==> src/rtl/svd_pkg.sv <==
// ****************************************************************
// constants of the supply voltage detector
// ****************************************************************
package svd_pkg;
    // clock and settle timing
    localparam int unsigned CLK_PERIOD_NS  = 10;
    localparam int unsigned SETTLE_TIME_NS = 20000;
    localparam int unsigned SETTLE_CYCLES  = (SETTLE_TIME_NS + CLK_PERIOD_NS - 1) / CLK_PERIOD_NS;
    localparam int unsigned SETTLE_W       = 12;
    localparam logic [11:0] SETTLE_LAST    = 12'(SETTLE_CYCLES - 1);

    // register byte addresses
    localparam logic [11:0] ADDR_CTRL  = 12'h000;
    localparam logic [11:0] ADDR_CORE  = 12'h004;
    localparam logic [11:0] ADDR_FLAGS = 12'h008;
    localparam logic [11:0] ADDR_IEN   = 12'h00c;
    localparam logic [11:0] ADDR_PRIO  = 12'h010;
    localparam logic [11:0] ADDR_EVT   = 12'h014;
    localparam logic [11:0] ADDR_MASK  = 12'h018;

    // register indices
    localparam logic [2:0] IDX_CTRL  = 3'h0;
    localparam logic [2:0] IDX_CORE  = 3'h1;
    localparam logic [2:0] IDX_FLAGS = 3'h2;
    localparam logic [2:0] IDX_IEN   = 3'h3;
    localparam logic [2:0] IDX_PRIO  = 3'h4;
    localparam logic [2:0] IDX_EVT   = 3'h5;
    localparam logic [2:0] IDX_MASK  = 3'h6;
    localparam logic [2:0] IDX_NONE  = 3'h7;

    // field positions
    localparam int unsigned CTRL_DIR_BIT    = 7;
    localparam int unsigned CTRL_STABLE_BIT = 5;
    localparam int unsigned CTRL_EN_BIT     = 4;
    localparam int unsigned CORE_GIE_BIT    = 7;
    localparam int unsigned DETECT_BIT      = 2;
    localparam int unsigned EVT_TRIP_BIT    = 0;
    localparam int unsigned EVT_STABLE_BIT  = 1;

    // values after reset and codes
    localparam logic [3:0] LEVEL_RESET    = 4'h5;
    localparam logic [3:0] LEVEL_EXTERNAL = 4'hf;
    localparam logic [7:0] CORE_RESET     = 8'h00;
    localparam logic [1:0] EVT_RESET      = 2'h0;

    typedef enum logic [2:0] {
        SVD_OFF    = 3'b001,
        SVD_SETTLE = 3'b010,
        SVD_READY  = 3'b100
    } svd_state_t;
endpackage : svd_pkg

==> src/rtl/svd_ctl_if.sv <==
`timescale 1ns/1ps
// ****************************************************************
// signals shared by the detector modules
// ****************************************************************
interface svd_ctl_if;
    logic       enable;
    logic       direction;
    logic [3:0] trip_level;
    logic       stable;
    logic       trip_hit;

    modport ctl    (output enable, output direction, output trip_level,
                    input stable, input trip_hit);
    modport settle (input enable, output stable);
    modport trip   (input enable, input direction, input trip_level, output trip_hit);
endinterface : svd_ctl_if

==> src/rtl/svd_settle.sv <==
`timescale 1ns/1ps
// ****************************************************************
// reference settle timer
// ****************************************************************
module svd_settle (
    input  wire logic   clk,
    input  wire logic   rst,
    svd_ctl_if.settle   ctl
);
    svd_pkg::svd_state_t             state_q;
    svd_pkg::svd_state_t             state_d;
    logic [svd_pkg::SETTLE_W-1:0]    count_q;
    logic [svd_pkg::SETTLE_W-1:0]    count_d;

    always_comb begin
        state_d = state_q;
        count_d = count_q;
        case (state_q)
            svd_pkg::SVD_OFF: begin
                count_d = '0;
                if (ctl.enable) begin
                    state_d = svd_pkg::SVD_SETTLE;
                end
            end
            svd_pkg::SVD_SETTLE: begin
                // fixed count of SETTLE_CYCLES clk cycles, 20000 ns only with the 10 ns clock period (RULE7)
                count_d = count_q + 12'h001;
                if (!ctl.enable) begin
                    state_d = svd_pkg::SVD_OFF;
                end else if (count_q == svd_pkg::SETTLE_LAST) begin
                    state_d = svd_pkg::SVD_READY;
                end
            end
            svd_pkg::SVD_READY: begin
                if (!ctl.enable) begin
                    state_d = svd_pkg::SVD_OFF;
                end
            end
            default: begin
                state_d = svd_pkg::SVD_OFF;
            end
        endcase
    end

    always_ff @(posedge clk) begin
        if (rst) begin
            state_q <= svd_pkg::SVD_OFF;
            count_q <= '0;
        end else begin
            state_q <= state_d;
            count_q <= count_d;
        end
    end

    // stable only after each full settle interval (RULE7)
    assign ctl.stable = (state_q == svd_pkg::SVD_READY);
endmodule : svd_settle

==> src/rtl/svd_top.sv <==
// Decided for this implementation: the address map and the APB interface to the registers.
`timescale 1ns/1ps
// ****************************************************************
// supply voltage detector control, apb slave
// ****************************************************************
// Notes on behaviour
// (RULE1) enabled trip sets detect_flag
// (RULE2) 4-bit trip_level picks one of 16
// (RULE3) all ones selects external_trip_input
// (RULE4) software setup order: disable, configure, enable
// (RULE5) detect_flag at flags bit 2, software clears
// (RULE6) no interrupt before reference_stable; needs enables
// (RULE7) settle interval fixed, reference_stable low meanwhile
// (RULE8) no flag set during settle interval
// (RULE9) clearing while condition holds sets again
// (RULE10) works in sleep, trip wakes device
// (RULE11) wake vectors only with global_irq_enable
// (RULE12) reset returns registers, detector disabled
// (RULE13) direction one rises, zero falls
// (RULE14) reference_stable read-only at control bit 5
// (RULE15) control resets to 05, bit 6 zero
// (RULE16) flag sticky; wake gated by detect_irq_enable
module svd_top (
    input  wire logic         clk,
    input  wire logic         rst,
    input  wire logic [11:0]  paddr,
    input  wire logic         psel,
    input  wire logic         penable,
    input  wire logic         pwrite,
    input  wire logic [31:0]  pwdata,
    input  wire logic [3:0]   pstrb,
    output logic [31:0]       prdata,
    output logic              pready,
    output logic              pslverr,
    input  wire logic         int_cmp_ge,
    input  wire logic         int_cmp_le,
    input  wire logic         ext_cmp_ge,
    input  wire logic         ext_cmp_le,
    input  wire logic         sleep_mode,
    output logic              detector_enable,
    output logic [3:0]        tap_select,
    output logic              external_select,
    output logic              detect_irq_req,
    output logic              detect_irq_high_priority,
    output logic              wake_request,
    output logic              vector_branch,
    output logic              irq
);
    // ************************************************************
    // address decode
    // ************************************************************
    function automatic logic [2:0] reg_index(input logic [11:0] addr);
        logic [2:0] idx;
        idx = svd_pkg::IDX_NONE;
        if (addr == svd_pkg::ADDR_CTRL) begin
            idx = svd_pkg::IDX_CTRL;
        end else if (addr == svd_pkg::ADDR_CORE) begin
            idx = svd_pkg::IDX_CORE;
        end else if (addr == svd_pkg::ADDR_FLAGS) begin
            idx = svd_pkg::IDX_FLAGS;
        end else if (addr == svd_pkg::ADDR_IEN) begin
            idx = svd_pkg::IDX_IEN;
        end else if (addr == svd_pkg::ADDR_PRIO) begin
            idx = svd_pkg::IDX_PRIO;
        end else if (addr == svd_pkg::ADDR_EVT) begin
            idx = svd_pkg::IDX_EVT;
        end else if (addr == svd_pkg::ADDR_MASK) begin
            idx = svd_pkg::IDX_MASK;
        end
        return idx;
    endfunction : reg_index

    // ************************************************************
    // state
    // ************************************************************
    svd_ctl_if ctl_bus ();

    logic        dir_q,    dir_d;
    logic        en_q,     en_d;
    logic [3:0]  level_q,  level_d;
    logic [7:0]  core_q,   core_d;
    logic        flag_q,   flag_d;
    logic        ien_q,    ien_d;
    logic        prio_q,   prio_d;
    logic [1:0]  evt_q,    evt_d;
    logic [1:0]  mask_q,   mask_d;
    logic        stable_q, stable_d;
    logic [31:0] rdata_q,  rdata_d;
    logic        err_q,    err_d;

    logic        setup;
    logic        access;
    logic        wr;
    logic        rd;
    logic [2:0]  setup_idx;
    logic [2:0]  access_idx;
    logic [7:0]  wbyte;
    logic        trip_set;
    logic [1:0]  evt_set;
    logic        evt_rd;
    logic        global_irq_enable;

    // ************************************************************
    // submodules
    // ************************************************************
    svd_settle i_svd_settle (
        .clk (clk),
        .rst (rst),
        .ctl (ctl_bus.settle)
    );

    svd_trip i_svd_trip (
        .ctl             (ctl_bus.trip),
        .int_cmp_ge      (int_cmp_ge),
        .int_cmp_le      (int_cmp_le),
        .ext_cmp_ge      (ext_cmp_ge),
        .ext_cmp_le      (ext_cmp_le),
        .tap_select      (tap_select),
        .external_select (external_select)
    );

    assign ctl_bus.enable     = en_q;
    assign ctl_bus.direction  = dir_q;
    assign ctl_bus.trip_level = level_q;

    // ************************************************************
    // bus phases
    // ************************************************************
    assign setup      = psel && !penable;
    assign access     = psel && penable;
    assign wr         = access && pwrite && pstrb[0];
    assign rd         = access && !pwrite;
    assign setup_idx  = reg_index(paddr);
    assign access_idx = reg_index(paddr);
    assign wbyte      = pwdata[7:0];
    assign evt_rd     = rd && (access_idx == svd_pkg::IDX_EVT);

    // trip only counts once the reference has settled (RULE8)
    assign trip_set = ctl_bus.stable && ctl_bus.trip_hit; // RULE1

    always_comb begin
        evt_set                           = 2'h0;
        evt_set[svd_pkg::EVT_TRIP_BIT]    = trip_set && !flag_q;
        evt_set[svd_pkg::EVT_STABLE_BIT]  = ctl_bus.stable && !stable_q;
    end

    // ************************************************************
    // next register values
    // ************************************************************
    always_comb begin
        dir_d    = dir_q;
        en_d     = en_q;
        level_d  = level_q;
        core_d   = core_q;
        ien_d    = ien_q;
        prio_d   = prio_q;
        mask_d   = mask_q;
        flag_d   = flag_q;
        evt_d    = evt_q;
        stable_d = ctl_bus.stable;
        if (wr) begin
            case (access_idx)
                svd_pkg::IDX_CTRL: begin
                    dir_d   = wbyte[svd_pkg::CTRL_DIR_BIT];
                    en_d    = wbyte[svd_pkg::CTRL_EN_BIT];
                    level_d = wbyte[3:0]; // RULE2
                end
                svd_pkg::IDX_CORE: begin
                    core_d = wbyte;
                end
                svd_pkg::IDX_FLAGS: begin
                    // software clear by writing zero (RULE5)
                    if (!wbyte[svd_pkg::DETECT_BIT]) begin
                        flag_d = 1'b0;
                    end
                end
                svd_pkg::IDX_IEN: begin
                    ien_d = wbyte[svd_pkg::DETECT_BIT];
                end
                svd_pkg::IDX_PRIO: begin
                    prio_d = wbyte[svd_pkg::DETECT_BIT];
                end
                svd_pkg::IDX_MASK: begin
                    mask_d = wbyte[1:0];
                end
                default: begin
                end
            endcase
        end
        // a read clears only the bits it reported; later events survive
        if (evt_rd) begin
            evt_d = evt_q & ~rdata_q[1:0];
        end
        // sets win over clears; condition still true sets again (RULE9)
        evt_d = evt_d | evt_set;
        if (trip_set) begin
            flag_d = 1'b1; // RULE16
        end
    end

    // ************************************************************
    // read data, captured in the setup phase
    // ************************************************************
    always_comb begin
        // hold the captured word until the next setup phase
        rdata_d = rdata_q;
        err_d   = err_q;
        if (setup) begin
            rdata_d = 32'h0000_0000;
            err_d   = 1'b0;
            case (setup_idx)
                svd_pkg::IDX_CTRL: begin
                    rdata_d[svd_pkg::CTRL_DIR_BIT]    = dir_q;
                    rdata_d[svd_pkg::CTRL_STABLE_BIT] = ctl_bus.stable; // RULE14
                    rdata_d[svd_pkg::CTRL_EN_BIT]     = en_q;
                    rdata_d[3:0]                      = level_q;
                end
                svd_pkg::IDX_CORE: begin
                    rdata_d[7:0] = core_q;
                end
                svd_pkg::IDX_FLAGS: begin
                    rdata_d[svd_pkg::DETECT_BIT] = flag_q;
                end
                svd_pkg::IDX_IEN: begin
                    rdata_d[svd_pkg::DETECT_BIT] = ien_q;
                end
                svd_pkg::IDX_PRIO: begin
                    rdata_d[svd_pkg::DETECT_BIT] = prio_q;
                end
                svd_pkg::IDX_EVT: begin
                    rdata_d[1:0] = evt_q;
                end
                svd_pkg::IDX_MASK: begin
                    rdata_d[1:0] = mask_q;
                end
                default: begin
                    err_d = 1'b1;
                end
            endcase
        end
    end

    // ************************************************************
    // registers
    // ************************************************************
    always_ff @(posedge clk) begin
        if (rst) begin
            // control back to direction 0, off, level 0101 (RULE12)
            dir_q    <= 1'b0; // RULE15
            en_q     <= 1'b0;
            level_q  <= svd_pkg::LEVEL_RESET;
            core_q   <= svd_pkg::CORE_RESET;
            flag_q   <= 1'b0;
            ien_q    <= 1'b0;
            prio_q   <= 1'b0;
            evt_q    <= svd_pkg::EVT_RESET;
            mask_q   <= svd_pkg::EVT_RESET;
            stable_q <= 1'b0;
            rdata_q  <= 32'h0000_0000;
            err_q    <= 1'b0;
        end else begin
            dir_q    <= dir_d;
            en_q     <= en_d;
            level_q  <= level_d;
            core_q   <= core_d;
            flag_q   <= flag_d;
            ien_q    <= ien_d;
            prio_q   <= prio_d;
            evt_q    <= evt_d;
            mask_q   <= mask_d;
            stable_q <= stable_d;
            rdata_q  <= rdata_d;
            err_q    <= err_d;
        end
    end

    // ************************************************************
    // outputs
    // ************************************************************
    assign prdata  = rdata_q;
    assign pready  = 1'b1;
    assign pslverr = access && err_q;

    // detector keeps running regardless of sleep (RULE10)
    assign detector_enable = en_q;

    // ************************************************************
    // interrupt and wake
    // ************************************************************
    assign global_irq_enable = core_q[svd_pkg::CORE_GIE_BIT];

    // interrupt only with both enables and settled reference (RULE6)
    assign detect_irq_req = flag_q && ien_q && global_irq_enable && ctl_bus.stable;
    assign detect_irq_high_priority = prio_q;

    // wake gated by detect_irq_enable only (RULE16)
    assign wake_request = sleep_mode && flag_q && ien_q; // RULE10
    // vector only when globally enabled, else continue in line (RULE11)
    assign vector_branch = wake_request && global_irq_enable;

    // level interrupt while an unmasked event bit is set
    assign irq = |(evt_q & mask_q);
endmodule : svd_top

==> src/rtl/svd_trip.sv <==
`timescale 1ns/1ps
// ****************************************************************
// trip source select and direction qualify
// ****************************************************************
module svd_trip (
    svd_ctl_if.trip     ctl,
    input  wire logic   int_cmp_ge,
    input  wire logic   int_cmp_le,
    input  wire logic   ext_cmp_ge,
    input  wire logic   ext_cmp_le,
    output logic [3:0]  tap_select,
    output logic        external_select
);
    logic ge;
    logic le;

    always_comb begin
        // all ones routes the external pin in (RULE3)
        external_select = (ctl.trip_level == svd_pkg::LEVEL_EXTERNAL);
        tap_select      = ctl.trip_level; // RULE2
        ge              = external_select ? ext_cmp_ge : int_cmp_ge;
        le              = external_select ? ext_cmp_le : int_cmp_le;
        // rise: at or above; fall: at or below (RULE13)
        ctl.trip_hit    = ctl.enable && (ctl.direction ? ge : le);
    end
endmodule : svd_trip
==> config.mk <==
export PLATFORM = sky130hd
export DESIGN_NAME = svd_top
export DESIGN_NICKNAME = d
export VERILOG_FILES = /design/src/rtl/svd_pkg.sv /design/src/rtl/svd_ctl_if.sv /design/src/rtl/svd_settle.sv /design/src/rtl/svd_top.sv /design/src/rtl/svd_trip.sv
export SDC_FILE = /design/constraint.sdc
export NUM_CORES = 1
export LEC_CHECK = 0
export ABC_AREA = 1
export BUFFER_PORTS_ARGS = -buffer_cell sky130_fd_sc_hd__buf_2
export CAP_MARGIN = 30
export CELL_PAD_IN_SITES_DETAIL_PLACEMENT = 1
export CELL_PAD_IN_SITES_GLOBAL_PLACEMENT = 2
export CORE_MARGIN = 5
export CORE_UTILIZATION = 22
export CTS_CLUSTER_SIZE = 14
export DETAILED_ROUTE_END_ITERATION = 8
export GPL_ROUTABILITY_DRIVEN = 0
export PLACE_DENSITY = 0.72
export SYNTH_ARGS = -nofsm -noshare
export SYNTH_HDL_FRONTEND = slang
export SYNTH_SLANG_ARGS = --single-unit
==> constraint.sdc <==
create_clock -name clk -period 1.47 [get_ports clk]
set_clock_uncertainty 0.2 [all_clocks]
set_input_delay 0.3675 -clock clk [delete_from_list [all_inputs] [get_ports clk]]
set_output_delay 0.3675 -clock clk [all_outputs]
set_load 0.01 [all_outputs]
Yosys cells after proc, flatten, opt, wreduce, memory -nomap -nowiden
Index checks and enable logic that the tools add are counted.
{"block": "totals", "register_bits": 46, "in_bits": 58, "output_inout_bits": 45, "wordCells": 102}
{"block": "classes", "addsub": 1, "eq_ne": 21, "mux": 27, "n_bitwise": 4, "reduce_logical": 35}
{"op": "equality test 12 x 5 -> 1 bit, second input constant", "n": 3}
{"op": "two-way mux 3 bit", "n": 9}
{"op": "equality test 12 x 4 -> 1 bit, second input constant", "n": 2}
{"op": "case mux 12 bit (2 select lines)", "n": 1}
{"op": "logical AND 1 bit", "n": 17}
{"op": "adder 12 x 1 -> 12 bit, second input constant", "n": 1}
{"op": "equality test 12 x 11 -> 1 bit, second input constant", "n": 1}
{"op": "equality test 12 x 3 -> 1 bit, second input constant", "n": 1}
{"op": "equality test 3 bit, second input constant", "n": 4}
{"op": "logical NOT 12 bit", "n": 1}
{"op": "two-way mux 1 bit", "n": 10}
{"op": "AND reduction 2 bit", "n": 5}
{"op": "equality test 3 x 2 -> 1 bit, second input constant", "n": 3}
{"op": "case mux 3 bit (3 select lines)", "n": 1}
{"op": "case mux 2 bit (4 select lines)", "n": 1}
{"op": "OR reduction 7 bit", "n": 1}
{"op": "equality test 3 x 1 -> 1 bit, second input constant", "n": 2}
{"op": "case mux 3 bit (2 select lines)", "n": 1}
{"op": "AND reduction 3 bit", "n": 2}
{"op": "nonzero test 2 bit", "n": 3}
{"op": "case mux 1 bit (5 select lines)", "n": 1}
{"op": "AND 2 bit", "n": 2}
{"op": "equality test 4 bit, second input constant", "n": 1}
{"op": "logical NOT 1 bit", "n": 4}
{"op": "9 further kinds", "n": 11}

Longest topological paths before layout
Gate-level depths: netlist (run 1).
{"block": "logic_depth", "word_depth": 12, "ltp_mapped": 10, "mapped_depth_nobuf": 9}

Cells and area by module
From an unflattened synthesis (run 1), not the netlist that was laid out.
{"block": "hier_totals", "cells_unflattened": 383, "hier_area_um2": 2588.7}
{"module": "svd_top", "instances": 1, "cells_each": 240, "area_each_um2": 1685.4, "seq_area_each_um2": 620.6}
{"module": "svd_settle", "instances": 1, "cells_each": 125, "area_each_um2": 798.3, "seq_area_each_um2": 300.3}
{"module": "svd_trip", "instances": 1, "cells_each": 18, "area_each_um2": 105.1, "seq_area_each_um2": 0.0}

Least setup slack after synthesis (run 1)
OpenSTA, ideal clock, no wires.
{"block": "synth_timing", "path_type": "in2reg", "startpoint": "input port paddr[7]", "endpoint": "register rdata_q[5] (netlist: prdata[5])", "setup_time_ns": 0.057, "arrival_time_ns": 1.333, "t_required_ns": 1.213, "setup_slack_ns": -0.120, "path_stages": 10, "path_buffers": 1, "path_cell_list": "nor2_1 -> nand2_2 -> nor2_8 -> nand2_4 -> nor2_8 -> buf_6 -> nand2_2 -> o211ai_2 -> o211ai_1 -> inv_2"}
{"block": "synth_between", "elab_chain_cells": 10, "word_cells_on_any_way": 17, "classes_between": "7 x eq/ne; 8 x mux; 2 x reduce/logical"}
{"element": "start: declaration", "line": "svd_top.sv:26", "text": "input wire logic [11:0] paddr,"}
{"element": "equality test 12 x 5 -> 1 bit", "line": "svd_top.sv:67", "text": "end else if (addr == svd_pkg::ADDR_MASK) begin"}
{"element": "two-way mux 1 bit", "line": "svd_top.sv:67"}
{"element": "two-way mux 2 bit", "line": "svd_top.sv:65", "text": "end else if (addr == svd_pkg::ADDR_EVT) begin"}
{"element": "two-way mux 3 bit", "line": "svd_top.sv:63", "text": "end else if (addr == svd_pkg::ADDR_PRIO) begin"}
{"element": "two-way mux 3 bit", "line": "svd_top.sv:61", "text": "end else if (addr == svd_pkg::ADDR_IEN) begin"}
{"element": "two-way mux 3 bit", "line": "svd_top.sv:59", "text": "end else if (addr == svd_pkg::ADDR_FLAGS) begin"}
{"element": "two-way mux 3 bit", "line": "svd_top.sv:57", "text": "end else if (addr == svd_pkg::ADDR_CORE) begin"}
{"element": "two-way mux 3 bit *", "line": "svd_top.sv:55", "text": "if (addr == svd_pkg::ADDR_CTRL) begin"}
{"element": "equality test 3 x 1 -> 1 bit or logical NOT 3 bit (tied branches)", "line": "svd_top.sv:211", "text": "case (setup_idx)"}
{"element": "case mux 3 bit (2 select lines) *", "line": "svd_top.sv:211"}
{"element": "end signal: assignment", "line": "svd_top.sv:272", "text": "rdata_q <= rdata_d;"}
{"element": "end: declaration", "line": "svd_top.sv:88", "text": "logic [31:0] rdata_q, rdata_d;"}
Mark *: on every way between the ends. The rest lies on a longest branch, timed or not.
A chain may end at the register's enable or synchronous reset.

Worst setup path after layout (run 1)
{"block": "layout_timing", "startpoint": "register i_svd_settle.state_q[1]", "endpoint": "output port detect_irq_req"}
{"block": "layout_between", "elab_chain_cells": 2}
{"element": "start: declaration", "line": "svd_settle.sv:10", "text": "svd_pkg::svd_state_t state_q;"}
{"element": "start signal: assignment", "line": "svd_settle.sv:47", "text": "state_q <= svd_pkg::SVD_OFF;"}
{"element": "start signal: assignment", "line": "svd_settle.sv:50", "text": "state_q <= state_d;"}
{"element": "equality test 3 bit", "line": "svd_settle.sv:56", "text": "assign ctl.stable = (state_q == svd_pkg::SVD_READY);"}
{"element": "logical AND 1 bit", "line": "svd_top.sv:293", "text": "assign detect_irq_req = flag_q && ien_q && global_irq_enable && ctl_bus.stable;"}
{"element": "end: declaration", "line": "svd_top.sv:43", "text": "output logic detect_irq_req,"}
No other way between the ends.

==> results.toml, run 1 <==
[hold_path]
hold_depth = 2
hold_start = "rst"
holdCritPathClass = "in2reg"
min_delay_worst_endpoint = "stable_q$_SDFF_PP0_"

[timing]
rsz0062_at_grt = "true"
fin_crit_sh_pct = 118
setup_viol = 23
hold_viol = 0
setup_slack_ps = -272
drv_slew = 0
fin_crit_ps = 1740
max_freq_mhz = 574

[grt]
grt_usage_pct = 12.7
grt_start_max_net_pins = 15
antenna_found_initial = 0
grt_remaining_overflow = 0
grt_pass1_vias = 2798
grt_pass1_wl_mm = 13.5

[pwr]
peakVddDrop_mv = 0.339
p_per_area_mw_per_mm2 = 599
total_power_mw = 2.38
p_leak_nw = 1.75

[drt]
drt-initial-drc-count = 76
wl_per_cell_um = 14.4
dr.pass1.iters = 4
via_count = 2679
drtAntennaViolNets = 0
viasPerCell = 4.42
drc_errors = 0
drt-total-wl_mm = 8.73

[finish]
nNetsFinal = 524
fin_cells = 606
drive_gt1_share_pct = 52.4
final_cell_area_mm2 = 0.00398
area_growth_pct = 62.1
fill_cells = 1333
n_antenna_cell = 0

[critical_path]
crit_required_ps = 900
r2r_cells = 8
critPathCaptureType = "output port"
cp.buffers_inverters = 2
crit_type = "reg2out"
cpPeakStageDelay_ps = 370
critPathLaunchType = "flip-flop"
timing.rr.start = "i_svd_settle.state_q[2]$_SDFFE_PP0P_"
cp.depth = 4
cp_slowest_cell = "dfxtp_4"
rrSetupSlack_ps = -170
r2r_end = "i_svd_settle.count_q[10]$_SDFFE_PP0N_"
crit_arrival_ps = 1170
path_cells = "nor3_4 > inv_2 > nor2_1 > buf_2"
cp_max_fo = 3
critical_path.top_delay_family = "flip-flops"

[floorplanning]
die_area_mm2 = 0.0134
rows = 38
boundaryPins = 103
initial_core_util_pct = 22.6
core_mm2 = 0.0109
dieWidth_um = 116
die_h_um = 116

[placement]
numPortBuffers = 50
place_hpwl_mm = 6.31
dp.cells = 574
dpl_cell_area_mm2 = 0.00314

[yosys]
yosysTopAreaCell = "dfxtp_1"
ys_types = 37
synth_edf_count = 0
synth_seq_area_share_pct = 37.5
synth_area_per_cell_um2 = 7.06
synth_most_common_cell = "nand2_1"
yosys.area.top_type_share_pct = 37.5
netlist_instances = 348
ys.flop_type = "dfxtp_1"
yosys-top-cells-area = "dfxtp_1 (37%), nand2_1 (8.6%), buf_4 (7.6%)"
ys_ff_latch = 46
synth_common_cells = "nand2_1 (56), dfxtp_1 (46), inv_1 (40)"
synth_area_mm2 = 0.00246
yosys_warnings = 0
ys_async_sr_fraction_pct = 0

[clocking]
clock_path_buffers = 2
h-tree-depth = 2
cts.sinks = 46
cts_tree = "built"
clk_pin_slew_ps = 90
numCtsBuffers = 5
clockRootBuffer = "clkbuf_8"
insertion_delay_ps = 310
holdBufCountCts = 0

[run]
drv_cap = 0

[run_status]
violations = "setup timing"
status = "finished with violations"
area by class of cell:
cell class	count	area [um2]	area share (%)
timing repair buffer	122	942	23.7
multi-input combinational	246	1650	41.5
clock buffer	6	82.6	2.07
inverter	44	173	4.34
sequential	46	946	23.8
clock inverter	2	12.5	0.314
tap	140	175	4.40
layout by cell type (no fill, tap or decap), types with 16 or more instances in the layout:
master,instances
a21oi_1,20
buf_2,41
buf_4,49
buf_6,31
conb_1,25
dfxtp_1,30
inv_1,32
nand2_1,37
nand2_2,16
nand3_1,28
nor2_1,16
sequential cells by signal, summed over array words and instances, names as in the netlist:
register and flops:
ien_q 1, detect_irq_high_priority 1, ctl_bus.trip_level 4, err_q 1, i_svd_settle.state_q 3, core_q 8
detector_enable 1, prdata 8, evt_q 2, mask_q 2, ctl_bus.direction 1, stable_q 1
i_svd_settle.count_q 12, flag_q 1
cells by family (layout without fill, tap and decap cells):
logic type      after synthesis  after routing  synth area share (%)
compound gates               70             70                  16.9
fa+ha+maj                     1              1                 0.509
buf+inv                      79            174                  16.4
flops                        46             46                  37.5
other cells                   2             25                 0.306
simple gates                150            150                  28.4
per-layer routing:
metal | vias up | track usage [%] | wire length (um)
met3 | 12 | 2.87 | 465
met2 | 58 | 23.6 | 4670
met4 | 0 | 3.56 | 163
met5 | - | 0 | 0
li1 | 1338 | - | -
met1 | 1271 | 14.6 | 3430
worst register-to-register path, delay by kind of cell, from the launching register on:
family,cells,cell delay [ps]
simple gates,4,600
buf+inv,3,360
flops,1,340
compound gates,1,40
how the worst max path moves through the flow:
stage	startpoint	end	slack (ps)
2_1_floorplan	paddr[7]	prdata[5]$_SDFFE_PP0P_	-100
3_3_place_gp	paddr[1]	ctl_bus.direction$_SDFFE_PP0P_	-330
3_5_place_dp	paddr[1]	prdata[2]$_SDFFE_PP0P_	-400
4_1_cts	i_svd_settle.state_q[2]$_SDFFE_PP0P_	detect_irq_req	-310
5_1_grt	i_svd_settle.state_q[1]$_SDFFE_PP0P_	detect_irq_req	-330
6_report	i_svd_settle.state_q[1]$_SDFFE_PP0P_	detect_irq_req	-270
power by group:
| part | leakage, nW | internal [mW] | switching, mW |
|---|---|---|---|
| Clock | 0.0472 | 0.379 | 0.484 |
| Sequential | 0.377 | 1.25 | 0.00341 |
| Combinational | 1.32 | 0.104 | 0.165 |
stage by stage:
step	TNS [ps]	hold WS (ps)	worst slack, ps	utilization [%]
after global routing	-3510	101	-330	36.6
after detailed placement	-10260	228	-398	28.8
final	-1820	100	-272	36.6
after global placement	-8420	211	-334	28.8
after floorplan	-1120	208	-96.0	-
after CTS	-2500	84.0	-309	32.3
what timing repair did:
item	CTS	global route
cloned	0	0
pin swaps	20	45
gates resized for setup	54	112
buffers inserted	13	15
setup endpoints to repair	41	50
Note: power is estimated with default switching activity, not from simulation.
==> run 2: changes to the inputs <==
- PLACE_DENSITY: 0.72 -> 0.86
==> run 2 against run 1 <==
The run still ends with setup timing left; sequential share of layout area increased by 0.85 points; hold slack improved by 37 ps; via count decreased by 0.49%; register-to-register slack improved by 70 ps; sequential power about the same; non-clock buffer count decreased by 3; critical path depth unchanged; final cell count decreased by 0.50%; sequential cell count unchanged; combinational power about the same; critical path type unchanged; largest cell class unchanged.
==> results.toml, run 2 (synthesis results as in run 1) <==
[clocking]
clock_path_buffers = 2
cts_tree = "built"
numCtsBuffers = 5
holdBufCountCts = 0
clockRootBuffer = "clkbuf_8"
insertion_delay_ps = 300
h-tree-depth = 2
cts.sinks = 46
clk_pin_slew_ps = 90

[critical_path]
critPathCaptureType = "output port"
critPathLaunchType = "flip-flop"
crit_type = "reg2out"
crit_arrival_ps = 1130
rrSetupSlack_ps = -100
cp_max_fo = 2
crit_required_ps = 900

[hold_path]
holdCritPathClass = "in2reg"

[drt]
drt-initial-drc-count = 71
wl_per_cell_um = 14.3
drt-total-wl_mm = 8.62
via_count = 2666
drc_errors = 0
drtAntennaViolNets = 0
viasPerCell = 4.42
dr.pass1.iters = 4

[grt]
grt_pass1_wl_mm = 13.1
antenna_found_initial = 1
grt_start_max_net_pins = 27
grt_usage_pct = 12.2
grt_pass1_vias = 2879
grt_remaining_overflow = 0

[pwr]
total_power_mw = 2.72
peakVddDrop_mv = 0.373
sequentialPowerShare_pct = 46.1
p_int_mw = 2.09
p_sw_mw = 0.634
p_per_area_mw_per_mm2 = 707
p_leak_nw = 1.69
switching_share_pct = 23.3
clkPwrFrac_pct = 43.9
pwr-share-comb_pct = 10.0

[timing]
fin_crit_ps = 1700
hold_viol = 0
max_freq_mhz = 588
drv_slew = 0
setup_viol = 13
rsz0062_at_grt = "true"
fin_crit_sh_pct = 116
setup_slack_ps = -232

[finish]
nNetsFinal = 521
largest_register_ffs = 12
n_antenna_cell = 0
area_growth_pct = 56.7
finish.utilization_pct = 35.3
final_common_cell = "buf_4"
fill_cells = 1348
final_cell_mix = "buf_4 (55), nand2_1 (46), buf_2 (43)"
top_register = "i_svd_settle.count_q"
drive_gt1_share_pct = 48.2

[run]
drv_cap = 0

[run_status]
status = "finished with violations"
violations = "setup timing"

[floorplanning]
die_area_mm2 = 0.0134
initial_core_util_pct = 22.6
die_h_um = 116
dieWidth_um = 116
boundaryPins = 103
rows = 38
core_mm2 = 0.0109

[placement]
numPortBuffers = 50
place_hpwl_mm = 6.33
[run 2: cell types whose count changed in the layout (fill, tap and decap cells not counted), moves of 4 or more]
cell / change
nand2_2: -6
buf_4: +6
a21oi_1: +7
a21oi_2: -7
dfxtp_2: +4
nand2_1: +9
buf_6: -13
nor2_4: -4
[run 2: worst paths after layout]
check	start	cells after the start	to
setup / recovery	i_svd_settle.state_q[0]$_SDFFE_PP1P_	4	detect_irq_req
hold / removal	pwdata[5]	3	core_q[5]$_SDFFE_PP0P_
setup reg to reg	i_svd_settle.state_q[0]$_SDFFE_PP1P_	6	i_svd_settle.count_q[10]$_SDFFE_PP0N_
hold reg to reg	stable_q$_SDFF_PP0_	1	evt_q[1]$_SDFF_PP0_
[run 2: power groups by stage]
stage	registers, mW	clock network [mW]	logic (mW)
final	1.25	1.19	0.271
after global routing	1.26	1.27	0.296
after CTS	1.26	1.22	0.247
after detailed placement	1.29	0	0.238
after global placement	1.29	0	0.232
after floorplan	1.29	0	0.155
[run 2: layout make-up]
cell class	instances	area, um2	area share [%]
Clock buffer	6	82.6	2.15
Clock inverter	2	60.1	1.56
Inverter	44	168	4.36
Multi-Input combinational cell	246	1520	39.5
Sequential cell	46	947	24.6
Tap cell	140	175	4.55
Timing Repair Buffer	119	896	23.3
[run 2: worst max-delay path, cell delays in order, from the launching register on]
cell and delay, ps:
dfxtp_2 350, nor3_4 200, inv_2 80, nor2_1 80
buf_2 130
[run 2: repair_timing]
| action | 4_1_cts | 5_1_grt |
|---|---|---|
| cloned | 0 | 1 |
| buffers inserted | 13 | 9 |
| endpoints found under the setup margin | 33 | 44 |
| resized for setup | 57 | 62 |
| pin swaps | 22 | 32 |
[run 2: per-layer routing]
| layer | up-vias | GRT usage [%] | wire [um] |
|---|---|---|---|
| li1 | 1329 | - | - |
| met1 | 1278 | 12.9 | 3340 |
| met2 | 48 | 24.0 | 4770 |
| met3 | 9 | 3.08 | 407 |
| met4 | 2 | 2.71 | 90 |
| met5 | - | 0 | 11 |
[run 2: metrics by stage]
stage                     instances  instance area (um2)  setup WS [ps]  TNS [ps]  hold slack [ps]
after floorplan                 371                 2580          -96.0     -1120              208
after global placement          575                 3160           -327     -7310              211
after detailed placement        575                 3160           -377     -9100              218
after CTS                       596                 3570           -265     -1420              123
after global routing            603                 3850           -287     -2310              137
final                           603                 3850           -232     -1000              137
